$ cat src/dbuc_consts.svh
// Constants of the analog output bank update controller: offsets, bits, resets, timing
`ifndef DBUC_CONSTS_SVH
`define DBUC_CONSTS_SVH

// ****************************************************************************
// Channel bank
// ****************************************************************************
`define DBUC_NUM_CH       16
`define DBUC_CODE_W       12
`define DBUC_IDX_W        4
`define DBUC_CODE_RST     12'h000

// ****************************************************************************
// Timing
// ****************************************************************************
`define DBUC_CLK_HZ       40000000
`define DBUC_OSC_HZ       1000000
`define DBUC_OSC_DIV      (`DBUC_CLK_HZ / `DBUC_OSC_HZ)
`define DBUC_PRE_W        6
`define DBUC_CNT_W        16

// ****************************************************************************
// Register byte offsets
// ****************************************************************************
`define DBUC_ADR_CH_BASE  8'h00
`define DBUC_ADR_CMD_BASE 8'h40
`define DBUC_ADR_CNT0     8'h80
`define DBUC_ADR_CNT1     8'h84
`define DBUC_ADR_CNT2     8'h88
`define DBUC_ADR_CTRL     8'h8c
`define DBUC_ADR_STAT     8'h90
`define DBUC_ADR_MASK     8'h94
`define DBUC_ADR_STATE    8'h98

// ****************************************************************************
// Command indices inside the command window (read to trigger)
// ****************************************************************************
`define DBUC_CMD_SIMUL    4'h0
`define DBUC_CMD_INDIV    4'h1
`define DBUC_CMD_UPDATE   4'h2
`define DBUC_CMD_INT_ON   4'h3
`define DBUC_CMD_INT_OFF  4'h4
`define DBUC_CMD_UPD_ON   4'h5
`define DBUC_CMD_UPD_OFF  4'h6
`define DBUC_CMD_REF_FULL 4'h7
`define DBUC_CMD_REF_LOW  4'h8

// ****************************************************************************
// Field positions and reset values
// ****************************************************************************
`define DBUC_IRQ_W        2
`define DBUC_IRQ_TICK     0
`define DBUC_IRQ_EVT      1
`define DBUC_CTRL_EVT_EN  0
`define DBUC_CTRL_CASC_EN 1
`define DBUC_CTRL_RST     2'h0
`define DBUC_MASK_RST     2'h0
`define DBUC_ST_SIMUL     0
`define DBUC_ST_REF_LOW   1
`define DBUC_ST_UPD_EN    2
`define DBUC_ST_INT_EN    3

`endif

$ cat src/dbuc_pkg.sv
// Types shared by the analog output bank update controller
package dbuc_pkg;

	// Bus slave sequencing, Gray along idle -> wait -> ack
	typedef enum logic [1:0] {
		DBUC_BUS_IDLE = 2'b00,
		DBUC_BUS_WAIT = 2'b01,
		DBUC_BUS_ACK  = 2'b11
	} dbuc_bus_e;

	typedef logic [11:0] dbuc_code_t;
	typedef logic [15:0] dbuc_count_t;

endpackage : dbuc_pkg

$ cat src/dbuc_down_counter.sv
// One 16-bit programmable down counter with reload and terminal pulse
`timescale 1ns/1ps
`include "dbuc_consts.svh"

module dbuc_down_counter
	import dbuc_pkg::*;
(
	// Clock and reset
	input  wire logic        clk_i,
	input  wire logic        rst_i,
	// Programming
	input  wire logic        load_i,
	input  wire dbuc_count_t load_val_i,
	// Counting
	input  wire logic        count_en_i,
	output dbuc_count_t      count_o,
	output logic             term_o
);

	dbuc_count_t count_reg;
	dbuc_count_t count_next;
	dbuc_count_t reload_reg;
	logic        term_reg;
	wire logic   hit;

	// A reload of zero gives the full 65536 period
	assign hit        = (count_reg == 16'h0001);
	assign count_next = load_i ? load_val_i :
	                    count_en_i ? (hit ? reload_reg : count_reg - 16'h0001) : count_reg;

	// Count state
	always_ff @(posedge clk_i) begin
		if (rst_i) begin
			count_reg  <= 16'h0000;
			reload_reg <= 16'h0000;
			term_reg   <= 1'b0;
		end else begin
			count_reg  <= count_next;
			reload_reg <= load_i ? load_val_i : reload_reg;
			term_reg   <= count_en_i & hit & ~load_i;
		end
	end

	assign count_o = count_reg;
	assign term_o  = term_reg;

endmodule // dbuc_down_counter

$ cat src/dbuc_code_mem.sv
// Two-rank code store: byte-loaded holding rank and word-moved output rank
`timescale 1ns/1ps
`include "dbuc_consts.svh"

module dbuc_code_mem
	import dbuc_pkg::*;
(
	// Clock and reset
	input  wire logic                     clk_i,
	input  wire logic                     rst_i,
	// Holding rank writes
	input  wire logic                     wr_lo_i,
	input  wire logic                     wr_hi_i,
	input  wire logic [3:0]               wr_idx_i,
	input  wire dbuc_code_t               wr_data_i,
	// Transfers into the output rank
	input  wire logic                     xfer_one_i,
	input  wire logic                     xfer_all_i,
	// Readback and outputs
	input  wire logic [3:0]               rd_idx_i,
	output dbuc_code_t                    rd_data_o,
	output logic [16*12-1:0]              code_o
);

	dbuc_code_t hold_reg [16];
	dbuc_code_t rank_reg [16];
	dbuc_code_t hold_next [16];
	dbuc_code_t rd_reg;

	// Merge incoming byte lanes so a same-edge transfer sees the new code
	always_comb begin
		for (int i = 0; i < 16; i++) begin
			hold_next[i] = hold_reg[i];
			if (wr_lo_i && (wr_idx_i == 4'(i)))
				hold_next[i][7:0] = wr_data_i[7:0];
			if (wr_hi_i && (wr_idx_i == 4'(i)))
				hold_next[i][11:8] = wr_data_i[11:8];
		end
	end

	// Both ranks and the registered read port
	always_ff @(posedge clk_i) begin
		if (rst_i) begin
			for (int i = 0; i < 16; i++) begin
				hold_reg[i] <= `DBUC_CODE_RST;
				rank_reg[i] <= `DBUC_CODE_RST;
			end
			rd_reg <= `DBUC_CODE_RST;
		end else begin
			for (int i = 0; i < 16; i++) begin
				hold_reg[i] <= hold_next[i];
				if (xfer_all_i || (xfer_one_i && (wr_idx_i == 4'(i))))
					rank_reg[i] <= hold_next[i];
			end
			rd_reg <= rank_reg[rd_idx_i];
		end
	end

	// Output rank straight from its flops
	always_comb begin
		for (int i = 0; i < 16; i++)
			code_o[i*12 +: 12] = rank_reg[i];
	end

	assign rd_data_o = rd_reg;

endmodule // dbuc_code_mem

$ cat src/dbuc_top.sv
// Analog output bank update controller: Wishbone slave, ranks, timer chain, interrupt
//
// Implementation choices: the address map and the Wishbone register port.
`timescale 1ns/1ps
`include "dbuc_consts.svh"

module dbuc_top
	import dbuc_pkg::*;
#(
	parameter int NUM_CH = `DBUC_NUM_CH
)
(
	// Clock and reset
	input  wire logic                 clk_i,
	input  wire logic                 rst_i,
	// Wishbone slave
	input  wire logic                 wb_cyc_i,
	input  wire logic                 wb_stb_i,
	input  wire logic                 wb_we_i,
	input  wire logic [7:0]           wb_adr_i,
	input  wire logic [3:0]           wb_sel_i,
	input  wire logic [31:0]          wb_dat_i,
	output logic      [31:0]          wb_dat_o,
	output logic                      wb_ack_o,
	// Converter side
	output logic      [16*12-1:0]     dac_code_o,
	output logic                      ref_reduced_o,
	// Timer connector
	input  wire logic                 count_gate_i,
	input  wire logic                 event_in_i,
	output logic                      counter_update_pulse_out_o,
	// Interrupt
	output logic                      irq_o
);

	// ************************************************************************
	// Declarations
	// ************************************************************************
	dbuc_bus_e         bus_state_reg;
	dbuc_bus_e         bus_state_next;
	logic [31:0]       dat_reg;
	logic              ack_reg;
	logic              simul_reg;
	logic              ref_low_reg;
	logic              upd_en_reg;
	logic              int_en_reg;
	logic [1:0]        ctrl_reg;
	logic [`DBUC_IRQ_W-1:0] stat_reg;
	logic [`DBUC_IRQ_W-1:0] mask_reg;
	logic              irq_reg;
	logic              pulse_reg;
	logic              evt_prev_reg;
	logic [`DBUC_PRE_W-1:0] pre_reg;
	wire logic [7:0]   adr_word;
	wire logic [3:0]   word_idx;
	wire logic         act;
	wire logic         wr_act;
	wire logic         rd_act;
	wire logic         ch_hit;
	wire logic         cmd_hit;
	wire logic         cnt0_hit;
	wire logic         cnt1_hit;
	wire logic         cnt2_hit;
	wire logic         ctrl_hit;
	wire logic         stat_hit;
	wire logic         mask_hit;
	wire logic         state_hit;
	wire logic         cmd_rd;
	wire logic         cmd_simul;
	wire logic         cmd_indiv;
	wire logic         cmd_update;
	wire logic         cmd_int_on;
	wire logic         cmd_int_off;
	wire logic         cmd_upd_on;
	wire logic         cmd_upd_off;
	wire logic         cmd_ref_full;
	wire logic         cmd_ref_low;
	wire logic         mem_wr_lo;
	wire logic         mem_wr_hi;
	wire logic         xfer_one;
	wire logic         xfer_all;
	wire logic         sw_update;
	wire logic         timer_update;
	wire logic         simul_next;
	wire logic         ref_low_next;
	wire logic         upd_en_next;
	wire logic         int_en_next;
	wire logic [1:0]   ctrl_next;
	wire logic [`DBUC_IRQ_W-1:0] stat_set;
	wire logic [`DBUC_IRQ_W-1:0] stat_clr;
	wire logic [`DBUC_IRQ_W-1:0] stat_next;
	wire logic [`DBUC_IRQ_W-1:0] mask_next;
	wire logic         cnt_wr_ok;
	wire logic         osc_tick;
	wire logic         evt_edge;
	wire logic         cnt0_en;
	wire logic         cnt1_en;
	wire logic         cnt2_en;
	wire logic         cnt0_term;
	wire logic         cnt1_term;
	wire logic         tick;
	wire dbuc_count_t  cnt0_val;
	wire dbuc_count_t  cnt1_val;
	wire dbuc_count_t  cnt2_val;
	wire dbuc_code_t   mem_rd;
	wire logic [3:0]   state_bits;
	logic [31:0]       rd_word;

	// ************************************************************************
	// Bus sequencing
	// ************************************************************************
	// Idle sees a request, wait lets the code read port settle, ack answers
	always_comb begin
		unique case (bus_state_reg)
			DBUC_BUS_IDLE: bus_state_next = (wb_cyc_i && wb_stb_i) ? DBUC_BUS_WAIT
			                                                      : DBUC_BUS_IDLE;
			DBUC_BUS_WAIT: bus_state_next = DBUC_BUS_ACK;
			DBUC_BUS_ACK:  bus_state_next = DBUC_BUS_IDLE;
			default:       bus_state_next = DBUC_BUS_IDLE;
		endcase
	end

	// All side effects happen once, on the edge that raises ack
	assign act    = (bus_state_reg == DBUC_BUS_WAIT);
	assign wr_act = act & wb_we_i;
	assign rd_act = act & ~wb_we_i;

	// ************************************************************************
	// Address decode
	// ************************************************************************
	// Word-aligned decode; the low two address bits are ignored
	assign adr_word = {wb_adr_i[7:2], 2'b00};
	assign word_idx = wb_adr_i[5:2];
	assign ch_hit   = (wb_adr_i[7:6] == 2'b00) && ({28'h0000000, word_idx} < 32'(NUM_CH));
	assign cmd_hit  = (wb_adr_i[7:6] == 2'b01);
	assign cnt0_hit = (adr_word == `DBUC_ADR_CNT0);
	assign cnt1_hit = (adr_word == `DBUC_ADR_CNT1);
	assign cnt2_hit = (adr_word == `DBUC_ADR_CNT2);
	assign ctrl_hit = (adr_word == `DBUC_ADR_CTRL);
	assign stat_hit = (adr_word == `DBUC_ADR_STAT);
	assign mask_hit = (adr_word == `DBUC_ADR_MASK);
	assign state_hit = (adr_word == `DBUC_ADR_STATE);

	// ************************************************************************
	// Command reads
	// ************************************************************************
	// reads trigger commands
	assign cmd_rd       = rd_act & cmd_hit;
	assign cmd_simul    = cmd_rd & (word_idx == `DBUC_CMD_SIMUL);
	assign cmd_indiv    = cmd_rd & (word_idx == `DBUC_CMD_INDIV);
	assign cmd_update   = cmd_rd & (word_idx == `DBUC_CMD_UPDATE);
	assign cmd_int_on   = cmd_rd & (word_idx == `DBUC_CMD_INT_ON);
	assign cmd_int_off  = cmd_rd & (word_idx == `DBUC_CMD_INT_OFF);
	assign cmd_upd_on   = cmd_rd & (word_idx == `DBUC_CMD_UPD_ON);
	assign cmd_upd_off  = cmd_rd & (word_idx == `DBUC_CMD_UPD_OFF);
	assign cmd_ref_full = cmd_rd & (word_idx == `DBUC_CMD_REF_FULL);
	assign cmd_ref_low  = cmd_rd & (word_idx == `DBUC_CMD_REF_LOW);
	// Mode and enable flags; a write to the command window does nothing
	assign simul_next   = cmd_simul ? 1'b1 : (cmd_indiv ? 1'b0 : simul_reg);
	assign upd_en_next  = cmd_upd_on ? 1'b1 : (cmd_upd_off ? 1'b0 : upd_en_reg);
	assign int_en_next  = cmd_int_on ? 1'b1 : (cmd_int_off ? 1'b0 : int_en_reg);
	assign ref_low_next = cmd_ref_low ? 1'b1 : (cmd_ref_full ? 1'b0 : ref_low_reg);

	// ************************************************************************
	// Channel loading and updates
	// ************************************************************************
	// lane 0 low byte, lane 1 high nibble
	assign mem_wr_lo = wr_act & ch_hit & wb_sel_i[0];
	assign mem_wr_hi = wr_act & ch_hit & wb_sel_i[1];
	assign xfer_one  = mem_wr_hi & ~simul_reg;
	assign sw_update    = cmd_update & simul_reg;
	assign timer_update = tick & upd_en_reg & simul_reg;
	assign xfer_all     = sw_update | timer_update;

	// channels beyond the count stay unmapped
	dbuc_code_mem u_code_mem (
		.clk_i      (clk_i),
		.rst_i      (rst_i),
		.wr_lo_i    (mem_wr_lo),
		.wr_hi_i    (mem_wr_hi),
		.wr_idx_i   (word_idx),
		.wr_data_i  (wb_dat_i[11:0]),
		.xfer_one_i (xfer_one),
		.xfer_all_i (xfer_all),
		.rd_idx_i   (word_idx),
		.rd_data_o  (mem_rd),
		.code_o     (dac_code_o)
	);

	// ************************************************************************
	// Timer chain
	// ************************************************************************
	// 1 MHz base from the card clock; the gate freezes it in place
	assign osc_tick = (pre_reg == `DBUC_PRE_W'(`DBUC_OSC_DIV - 1)) & count_gate_i;
	// Event input is taken as synchronous, so a plain edge detect suffices
	assign evt_edge = event_in_i & ~evt_prev_reg;
	assign cnt0_en = evt_edge & ctrl_reg[`DBUC_CTRL_EVT_EN];
	assign cnt1_en = osc_tick & ctrl_reg[`DBUC_CTRL_CASC_EN];
	// counter 2 counts counter 1 wraps
	assign cnt2_en = cnt1_term & ctrl_reg[`DBUC_CTRL_CASC_EN];
	assign cnt_wr_ok = wr_act & (wb_sel_i[1:0] != 2'b00);
	dbuc_down_counter u_cnt0 (
		.clk_i      (clk_i),
		.rst_i      (rst_i),
		.load_i     (cnt_wr_ok & cnt0_hit),
		.load_val_i (wb_dat_i[15:0]),
		.count_en_i (cnt0_en),
		.count_o    (cnt0_val),
		.term_o     (cnt0_term)
	);
	dbuc_down_counter u_cnt1 (
		.clk_i      (clk_i),
		.rst_i      (rst_i),
		.load_i     (cnt_wr_ok & cnt1_hit),
		.load_val_i (wb_dat_i[15:0]),
		.count_en_i (cnt1_en),
		.count_o    (cnt1_val),
		.term_o     (cnt1_term)
	);
	dbuc_down_counter u_cnt2 (
		.clk_i      (clk_i),
		.rst_i      (rst_i),
		.load_i     (cnt_wr_ok & cnt2_hit),
		.load_val_i (wb_dat_i[15:0]),
		.count_en_i (cnt2_en),
		.count_o    (cnt2_val),
		.term_o     (tick)
	);

	// ************************************************************************
	// Control, status and mask
	// ************************************************************************
	// Counter enables, written from software
	assign ctrl_next = (wr_act & ctrl_hit & wb_sel_i[0]) ? wb_dat_i[1:0] : ctrl_reg;
	assign mask_next = (wr_act & mask_hit & wb_sel_i[0]) ? wb_dat_i[`DBUC_IRQ_W-1:0]
	                                                     : mask_reg;
	assign stat_set[`DBUC_IRQ_TICK] = tick & int_en_reg;
	assign stat_set[`DBUC_IRQ_EVT]  = cnt0_term;
	// Read clears; a set in the same edge survives so no event is lost
	assign stat_clr  = {`DBUC_IRQ_W{rd_act & stat_hit}};
	assign stat_next = (stat_reg & ~stat_clr) | stat_set;

	// ************************************************************************
	// Read data
	// ************************************************************************
	assign state_bits = {int_en_reg, upd_en_reg, ref_low_reg, simul_reg};

	// Unmapped words outside the command window and channels beyond the bank read as zero; every command word reads the state bits
	always_comb begin
		rd_word = 32'h00000000;
		if (ch_hit)
			rd_word = {20'h00000, mem_rd};
		else if (cmd_hit || state_hit)
			rd_word = {28'h0000000, state_bits};
		else if (cnt0_hit)
			rd_word = {16'h0000, cnt0_val};
		else if (cnt1_hit)
			rd_word = {16'h0000, cnt1_val};
		else if (cnt2_hit)
			rd_word = {16'h0000, cnt2_val};
		else if (ctrl_hit)
			rd_word = {30'h00000000, ctrl_reg};
		else if (stat_hit)
			rd_word = {30'h00000000, stat_reg};
		else if (mask_hit)
			rd_word = {30'h00000000, mask_reg};
	end

	// ************************************************************************
	// Registers
	// ************************************************************************
	// Bus slave flops
	always_ff @(posedge clk_i) begin
		if (rst_i) begin
			bus_state_reg <= DBUC_BUS_IDLE;
			ack_reg       <= 1'b0;
			dat_reg       <= 32'h00000000;
		end else begin
			bus_state_reg <= bus_state_next;
			ack_reg       <= act;
			dat_reg       <= rd_act ? rd_word : 32'h00000000;
		end
	end

	always_ff @(posedge clk_i) begin
		if (rst_i) begin
			simul_reg   <= 1'b0;
			ref_low_reg <= 1'b1;
			upd_en_reg  <= 1'b0;
			int_en_reg  <= 1'b0;
		end else begin
			simul_reg   <= simul_next;
			ref_low_reg <= ref_low_next;
			upd_en_reg  <= upd_en_next;
			int_en_reg  <= int_en_next;
		end
	end

	// Timer, interrupt and pulse flops
	always_ff @(posedge clk_i) begin
		if (rst_i) begin
			ctrl_reg     <= `DBUC_CTRL_RST;
			mask_reg     <= `DBUC_MASK_RST;
			stat_reg     <= '0;
			irq_reg      <= 1'b0;
			pulse_reg    <= 1'b0;
			evt_prev_reg <= 1'b0;
			pre_reg      <= '0;
		end else begin
			ctrl_reg     <= ctrl_next;
			mask_reg     <= mask_next;
			stat_reg     <= stat_next;
			irq_reg      <= |(stat_reg & mask_reg);
			pulse_reg    <= tick;
			evt_prev_reg <= event_in_i;
			if (count_gate_i)
				pre_reg <= osc_tick ? '0 : pre_reg + `DBUC_PRE_W'(1);
		end
	end

	// ************************************************************************
	// Outputs
	// ************************************************************************
	assign wb_dat_o                   = dat_reg;
	assign wb_ack_o                   = ack_reg;
	assign ref_reduced_o              = ref_low_reg;
	assign irq_o                      = irq_reg;
	assign counter_update_pulse_out_o = pulse_reg;

endmodule // dbuc_top

$ cat config.mk
export PLATFORM = sky130hd
export DESIGN_NAME = dbuc_top
export DESIGN_NICKNAME = d
export VERILOG_FILES = /design/src/dbuc_pkg.sv /design/src/dbuc_down_counter.sv /design/src/dbuc_code_mem.sv /design/src/dbuc_top.sv
export VERILOG_INCLUDE_DIRS = /design/src /design/src/src
export SDC_FILE = /design/constraint.sdc
export NUM_CORES = 1
export LEC_CHECK = 0
export BUFFER_PORTS_ARGS = -buffer_cell sky130_fd_sc_hd__buf_2
export CAP_MARGIN = 25
export CORE_ASPECT_RATIO = 0.7
export CORE_MARGIN = 2
export CORE_UTILIZATION = 55
export DETAILED_ROUTE_END_ITERATION = 6
export HOLD_SLACK_MARGIN = 0.15
export PLACE_DENSITY = 0.79
export SETUP_SLACK_MARGIN = 0.4
export SLEW_MARGIN = 20
export SYNTH_ARGS = -nofsm -noshare
export SYNTH_HDL_FRONTEND = slang
export SYNTH_SLANG_ARGS = --single-unit
$ cat constraint.sdc
create_clock -name clk_i -period 4.1 [get_ports clk_i]
set_input_delay 0.82 -clock clk_i [delete_from_list [all_inputs] [get_ports clk_i]]
set_output_delay 0.82 -clock clk_i [all_outputs]
set_load 0.02 [all_outputs]
-- After elaboration in Yosys (flattened, before gate mapping)
Memory sizes are Yosys's and may differ from the RTL's. A register that Yosys moved wholly into a read port is not among the register bits.
Index checks and enable logic that the tools add are counted.
- memories: 2
- output and inout bits: 228
- bits in writable memories: 384
- register bits: 153
- memories (name ; depth ; width ; read ports ; clocked after memory_dff ; write ports ; RTL line ; text):
    u_code_mem.hold_reg ; 16 ; 12 ; 16 ; 0 ; 16 ; dbuc_code_mem.sv:25 ; dbuc_code_t hold_reg [16];
    u_code_mem.rank_reg ; 16 ; 12 ; 17 ; 1 ; 16 ; dbuc_code_mem.sv:26 ; dbuc_code_t rank_reg [16];
- equal/unequal tests: 28
- add/sub/neg operators: 4
- mux-type cells: 141
- reduce and logical (&&, ||, !) cells: 81
- bitwise operators: 84
- operators by type and width (operator ; count):
    $mux W12 ; 34
    $mux W16 ; 12
    $mux W8 ; 16
    $mux W4 ; 16
    $mux W1 ; 58
    $logic_and A1 B1 Y1 ; 49
    $eq A16 B1 Y1 const B ; 3
    $eq A6 B6 Y1 const B ; 8
    $sub A16 B1 Y16 const B ; 3
    $and A1 B1 Y1 ; 40
    $or A1 B1 Y1 ; 33
    $eq A4 B4 Y1 const B ; 8
    $logic_or A1 B1 Y1 ; 17
    $eq A4 B3 Y1 const B ; 4
    $reduce_bool A2 Y1 ; 7
    $reduce_or A9 Y1 ; 1
    $eq A4 B2 Y1 const B ; 2
    $not A1 Y1 ; 7
    $add A6 B1 Y6 const B ; 1
    $mux W2 ; 3
    $mux W6 ; 1
    $reduce_or A2 Y1 ; 3
    $and A2 B2 Y2 ; 2
    $eq A2 B1 Y1 const B ; 2
    other kinds (7) ; 8

-- Longest topological paths before layout
Gate-level depths: netlist (run 1).
- word-level depth: 11
- mapped depth: 9
- mapped depth without buffers: 7

-- By module
From an unflattened synthesis (run 1), not the netlist that was laid out.
- cells, all modules: 2135
- area total of the unflattened synthesis: 23018.3 um^2
- by module, submodules not included (module ; times used ; seq. area each (um^2) ; cells each ; area each (um^2)):
    dbuc_code_mem ; 1 ; 9849.4 ; 1256 ; 15464.8
    dbuc_down_counter ; 3 ; 660.6 ; 209 ; 1828.0
    dbuc_top ; 1 ; 740.7 ; 252 ; 2069.5

-- Worst setup path after synthesis (run 1)
Ideal clock, no wire load.
- path type: input-to-reg
- start point: in wb_adr_i[7]
- end point: mem u_code_mem.rank_reg[3][0] in the netlist's numbering, enable pin
- stages: 6
- setup slack: 0.666 ns
- arrival time: 3.018 ns
- path through: buf_4 > nor2_1 > and3_1 > buf_2 > nand2b_1 > o41ai_1
- RTL lines (item ; RTL line ; text):
    start, declared ; dbuc_top.sv:20 ; input wire logic [7:0] wb_adr_i,
    end, declared ; dbuc_code_mem.sv:26 ;

==> results of run 1 <==
[placed cells by master, fill, tap and decap left out, types with 14 or more instances in the layout]
cell and count:
edfxtp_1 192, mux4_2 60, nor3_1 152, mux2i_1 189
o32ai_1 17, buf_2 240, clkbuf_16 51, o22ai_1 15
a21oi_1 106, buf_4 49, a21boi_0 20, nand3_1 32
and2_1 14, a22oi_1 24, conb_1 16, o21ai_0 23
nand2_1 186, xnor2_1 15, nor2_1 269, dfxtp_1 341
inv_1 14
[critical path: cells and delay by family]
| kind | cells | cell delay [ns] |
|---|---|---|
| simple gates | 1 | 0.17 |
| compound gates | 3 | 1.67 |
| buf+inv | 2 | 0.72 |
[report_power, final]
group / internal, mW / leakage, nW / switching (mW)
clock: 2.73 / 0.809 / 2.06
combinational: 0.203 / 4.75 / 0.494
sequential: 5.55 / 4.73 / 0.0712
[cells by family after synthesis]
family          after synthesis
simple gates                774
flops                       533
compound gates              302
mux                         251
buf+inv                     189
xor+xnor                     23
fa+ha+maj                     7
other cells                   1
[metal layers]
| layer | track usage | wire, um | up-vias |
|---|---|---|---|
| li1 | - | - | 7844 |
| met4 | 0.121 | 2640 | 0 |
| met2 | 0.463 | 30500 | 1253 |
| met3 | 0.111 | 10400 | 186 |
| met1 | 0.457 | 27300 | 8740 |
| met5 | 0 | 0 | - |
[final cells by class]
class                           count  area, um2
Tap cell                          544        681
Multi-Input combinational cell   1373       9240
Fill cell                        3128      15000
Inverter                           14       52.6
Sequential cell                   533      12600
Clock buffer                       64       1360
Timing Repair Buffer              292       1630
Antenna cell                        1       2.50
Clock inverter                     27        310
[final timing paths]
path,cells after the start,slack [ns],endpoint
setup / recovery,6,1.03,u_code_mem.rank_reg[11][7]
setup reg to reg,6,1.19,u_cnt1.count_o[0]
hold / removal,2,0.45,u_cnt2.reload_reg[9]
hold reg to reg,2,0.45,u_cnt2.reload_reg[9]
[through the flow]
step                total power, mW  setup WS (ns)
finish                         11.1           1.03
global route                   11.4          0.929
CTS                            11.1           1.13
detailed placement             6.40          0.561
global placement               6.39          0.630
floorplan                      6.13          0.666
[cells in the mapped netlist (14+ instances only)]
master | instances | share of area
mux4_2 | 60 | 0.060
and2_1 | 14 | 0.0039
dfxtp_1 | 341 | 0.30
nor3_1 | 152 | 0.034
edfxtp_1 | 192 | 0.25
mux2i_1 | 189 | 0.083
inv_1 | 14 | 0.0023
buf_4 | 23 | 0.0076
nand3_1 | 32 | 0.0071
a21oi_1 | 106 | 0.023
a21boi_0 | 20 | 0.0066
buf_2 | 18 | 0.0040
clkbuf_1 | 112 | 0.019
o21ai_0 | 32 | 0.0071
xnor2_1 | 15 | 0.0058
nor2_1 | 270 | 0.045
a22oi_1 | 24 | 0.0079
o22ai_1 | 15 | 0.0041
o32ai_1 | 17 | 0.0066
nand2_1 | 186 | 0.031
==> reports/results.tsv, run 1 <==
stage	metric	value	unit
worst_setup_path	Worst R2R Start	u_cnt1.count_o[0]	
power	P_leak	10.3	nW
floorplan	row cnt	62	
floorplan	die height	174	um
worst_setup_path	Top cell by count, worst path	buf_4	
worst_setup_path	WP data required	4.43	ns
route	final WL	70800	um
hold_path	Hold Crit Class	reg -> reg	
yosys	Yosys Warn Count	0	
timing	worst slew pin tran	1.04	ns
placement	Placer Congestion	0.963	
worst_setup_path	Worst setup startpoint	wb_adr_i[2]	
timing	relative slew slack	0.305	
grt	first-pass GRT wire length	104000	um
finish	Area Growth Syn to Fin	14.0	%
floorplan	Die W	247	um
yosys	Post-Synthesis Cells	2080	
floorplan	starting density of the core	0.555	
floorplan	I/O pin count	279	
route	WL/cell	24.9	um
placement	placed wire-length estimate	48700	um
placement	dpl cell area	24200	um2
clock_tree	# Post-CTS Setup Buffers	0	
grt	Global Route Usage Sum	0.324	
timing	Setup TNS	0	ns
clock_tree	CTS clk-pin slew, worst paths	0.07	ns
outcome	status	finished, violations left	
route	Avg Vias per Cell	6.33	
yosys	post-synthesis compound-gate area fraction	0.0861	
yosys	Avg Cell Area, Syn	10.9	um2
clock_tree	CTS tree	done	
yosys	synth unique cells	82	
grt	vias in the first global route	16900	
timing	RSZ-0062 raised after global routing	no	
grt	maximum number of pins on one net before global-route repair	142	
clock_tree	clock sink count	533	
route	DRC violations left	6	
clock_tree	Hold Buf Count CTS	0	
worst_setup_path	startpoint types	input pin	
placement	PortBufs	242	
route	Antenna Violating Nets Remaining	0	
yosys	multiplexer share of the synthesized area	0.144	
clock_tree	number of CTS-inserted buffers	49	
yosys	combinational family with the most area after synthesis	simple AND/OR/NAND/NOR gates	
finish	design area	25900	um2
timing	Hold WS	0.455	ns
grt	grt ovf	0	
finish	fin util	0.633	
worst_setup_path	Crit path arrival time	3.40	ns
worst_setup_path	Max Fanout on Critical Path	27	
yosys	Synth Area in Adders	0.00386	
yosys	register area share after synthesis	0.555	
placement	placed insts	2755	
worst_setup_path	crit path kind	in -> reg	
yosys	Top FF cell, synth	dfxtp_1	
timing	Final min period	3.07	ns
timing	Max Clock Skew	0.0169	ns
clock_tree	Clock Latency Late Sink	0.58	ns
route	via count	18000	
yosys	XOR/XNOR Fraction of Synth Area	0.00888	
clock_tree	htree depth	2	
job	max-cap violations	0	
yosys	flops & latches, synth	533	
power	Peak VDD IR	423	uV
worst_setup_path	critical path's largest stage delay	0.82	ns
timing	fin crit share	0.749	
finish	fraction of layout cells with a size suffix above 1	0.205	
yosys	simple logic cell fraction of the synthesized area	0.160	
timing	FMAX	0.326	GHz
timing	Slew Viols, Final	0	
timing	Setup violations, final	0	
route	drt first pass iters	7	
floorplan	core box area	40900	um2
yosys	Mapped Area	22700	um2
clock_tree	Clock Path Buffers	3	
outcome	failing checks	DRC	
hold_path	Worst Hold Launch	u_cnt2.reload_reg[9]	
clock_tree	Root Buffer	clkbuf_16	
finish	Non-Filler Instances	2848	
yosys	Post-synth EDFFs	192	
worst_setup_path	Worst Setup End Kind	flop	
yosys	share of flip-flops with an asynchronous set or reset	0	
grt	initial antenna violation count	4	
power	power per cell area	429	nW/um2
floorplan	Die ar.	42900	um2
clock_tree	post-cts resize count	0	
timing	Final Hold Fails	0	
worst_setup_path	Worst path slowest cell	a21oi_1	
worst_setup_path	CP Cell Sequence	buf_4 > nor4b_1 > a32o_1 > a21oi_1 > o21ai_1 > buf_4	
finish	final net count	2321	
route	DRT iter0 DRCs	2714	
Power figures use the tool's default switching activity.
==> inputs of run 2 (changes only) <==
- clock period: 4.1 -> 2.9 ns (I/O delays scaled with it)
==> run 2 against run 1 <==
Sequential share of layout area down 0.88 points; clock power up 45%; wire length up 3.2%; the flow now finishes without violations; via count up 1.4%; critical endpoint is now u_code_mem.rank_reg[8][6]; global-route usage up 0.81 points; final cell count up 1.1%; die area unchanged; clock skew down 0.0026 ns; cell area up 1.8%; hold slack worse by 0.15 ns.
==> reports/results.tsv, run 2 (synthesis gave the netlist of run 1 again) <==
stage	metric	value	unit
outcome	status	completed	
worst_setup_path	crit path kind	reg -> reg	
worst_setup_path	startpoint types	flop	
clock_tree	Hold Buf Count CTS	0	
floorplan	die height	174	um
route	Antenna Violating Nets Remaining	0	
hold_path	Worst Hold Launch	event_in_i	
clock_tree	Clock Path Buffers	3	
grt	initial antenna violation count	8	
power	power per cell area	604	nW/um2
finish	multi-input logic area	9370	um2
worst_setup_path	Crit path arrival time	2.79	ns
grt	Global Route Usage Sum	0.332	
clock_tree	number of CTS-inserted buffers	50	
floorplan	core box area	40900	um2
grt	first-pass GRT wire length	107000	um
grt	GR peak layer	met1	
grt	vias in the first global route	17200	
finish	final net count	2345	
route	WL/cell	25.4	um
timing	worst slew pin tran	1.09	ns
grt	met3 usage	0.0862	
finish	register area	12600	um2
route	DRC violations left	0	
clock_tree	CTS clk-pin slew, worst paths	0.07	ns
worst_setup_path	worst r2r dst	u_code_mem.rank_reg[8][6]	
floorplan	I/O pin count	279	
timing	Final Hold Fails	0	
route	Avg Vias per Cell	6.35	
timing	Slew Viols, Final	0	
timing	Max Clock Skew	0.0143	ns
timing	fin crit share	0.846	
finish	fraction of layout cells with a size suffix above 1	0.220	
timing	Final min period	2.45	ns
route	via count	18300	
clock_tree	htree depth	2	
grt	met1 GRT Util	0.487	
placement	dpl cell area	24500	um2
worst_setup_path	Max Fanout on Critical Path	8	
job	max-cap violations	0	
floorplan	starting density of the core	0.555	
grt	maximum number of pins on one net before global-route repair	171	
hold_path	hold endpoint	evt_prev_reg	
route	final WL	73100	um
finish	design area	26300	um2
placement	placed wire-length estimate	49800	um
floorplan	Die W	247	um
power	Peak VDD IR	473	uV
timing	PnR worst setup slack	0.447	ns
worst_setup_path	flop-to-flop setup slack	0.45	ns
timing	Setup TNS	0	ns
finish	commonest non-fill, non-tap cells in the layout	dfxtp_1 (341), nor2_1 (270), buf_2 (240)	
clock_tree	clock sink count	533	
clock_tree	CTS tree	done	
clock_tree	Root Buffer	clkbuf_16	
timing	RSZ-0062 raised after global routing	yes	
route	DRT iter0 DRCs	2950	
grt	GRT met2 Usage	0.471	
worst_setup_path	Worst R2R Start	bus_state_reg[1]	
floorplan	Die ar.	42900	um2
worst_setup_path	Worst Setup End Kind	flop	
grt	grt ovf	0	
timing	FMAX	0.408	GHz
floorplan	row cnt	62	
placement	Placer Congestion	0.958	
finish	Fill cells	3042	
route	drt first pass iters	6	
placement	PortBufs	242	
worst_setup_path	Worst R2R Path Depth	7	
hold_path	worst hold path cell count	2	
finish	commonest non-fill, non-tap cell in the layout	dfxtp_1	
finish	Area Growth Syn to Fin	16.1	%
timing	relative slew slack	0.270	
power	P_leak	10.5	nW
clock_tree	Clock Latency Late Sink	0.59	ns
hold_path	Hold Crit Class	in -> reg	
worst_setup_path	WP data required	3.24	ns
placement	dpl ws	0.0719	ns
timing	Setup violations, final	0	
## run 2: changes by cell type in the layout (fill, tap and decap cells not counted), moves of 5 or more
cell      previous run  this run
buf_12               1         8
buf_4               49        64
clkbuf_8             3         9
diode_2              1         6
o21ai_1             11         2
o21ai_4              0         6
## run 2: worst max path at each step
stage / start / endpoint / depth (start not counted)
detailed placement: wb_adr_i[3] / u_cnt0.count_o[6] / 7
CTS: bus_state_reg[0] / u_code_mem.rank_reg[9][3] / 4
global placement: wb_we_i / u_code_mem.rank_reg[8][6] / 6
floorplan: wb_adr_i[7] / u_code_mem.rank_reg[15][0] / 6
global route: bus_state_reg[1] / u_code_mem.rank_reg[8][7] / 7
finish: bus_state_reg[1] / u_code_mem.rank_reg[8][6] / 7
## run 2: where the power goes
group	total [mW]	internal, mW	switching [mW]
Sequential	7.95	7.84	0.107
Clock	6.95	3.99	2.96
Combinational	1.01	0.298	0.714
## run 2: critical path, cell delays in order, from the launching register on
cell     delay (ns)
dfxtp_1        0.45
nor3b_1        0.10
buf_4          0.17
a32o_1         0.25
a21oi_2        0.57
buf_8          0.26
o31ai_2        0.16
buf_4          0.23
## run 2: metal layers
metal / vias to the layer above / routed length [um]
met3: 193 / 10300
met1: 8799 / 28700
met2: 1372 / 31400
li1: 7906 / -
met5: - / 0
met4: 0 / 2810
## run 2: area by class of cell
cell class,instances,area share
clock buffer,71,0.0555
sequential,533,0.478
antenna,6,0.000570
tap,544,0.0258
clock inverter,23,0.0107
multi-input combinational,1373,0.356
inverter,14,0.00199
timing repair buffer,315,0.0715
## run 2: per-stage QoR
| stage | std cells | power (mW) | utilization | hold WS, ns |
|---|---|---|---|---|
| after CTS | 2873 | 15.9 | 0.642 | 0.282 |
| after floorplan | 2095 | 8.67 | - | 0.413 |
| after global placement | 2776 | 9.06 | 0.599 | 0.434 |
| after global routing | 2877 | 16.3 | 0.644 | 0.305 |
| final | 2879 | 15.9 | 0.644 | 0.302 |
| after detailed placement | 2779 | 9.08 | 0.600 | 0.427 |
## run 2: what timing repair did
item / in CTS / in global routing
setup buffers: 0 / 0
endpoints found under the setup margin: 26 / 106
gates cloned: 0 / 0
resized for setup: 1 / 9
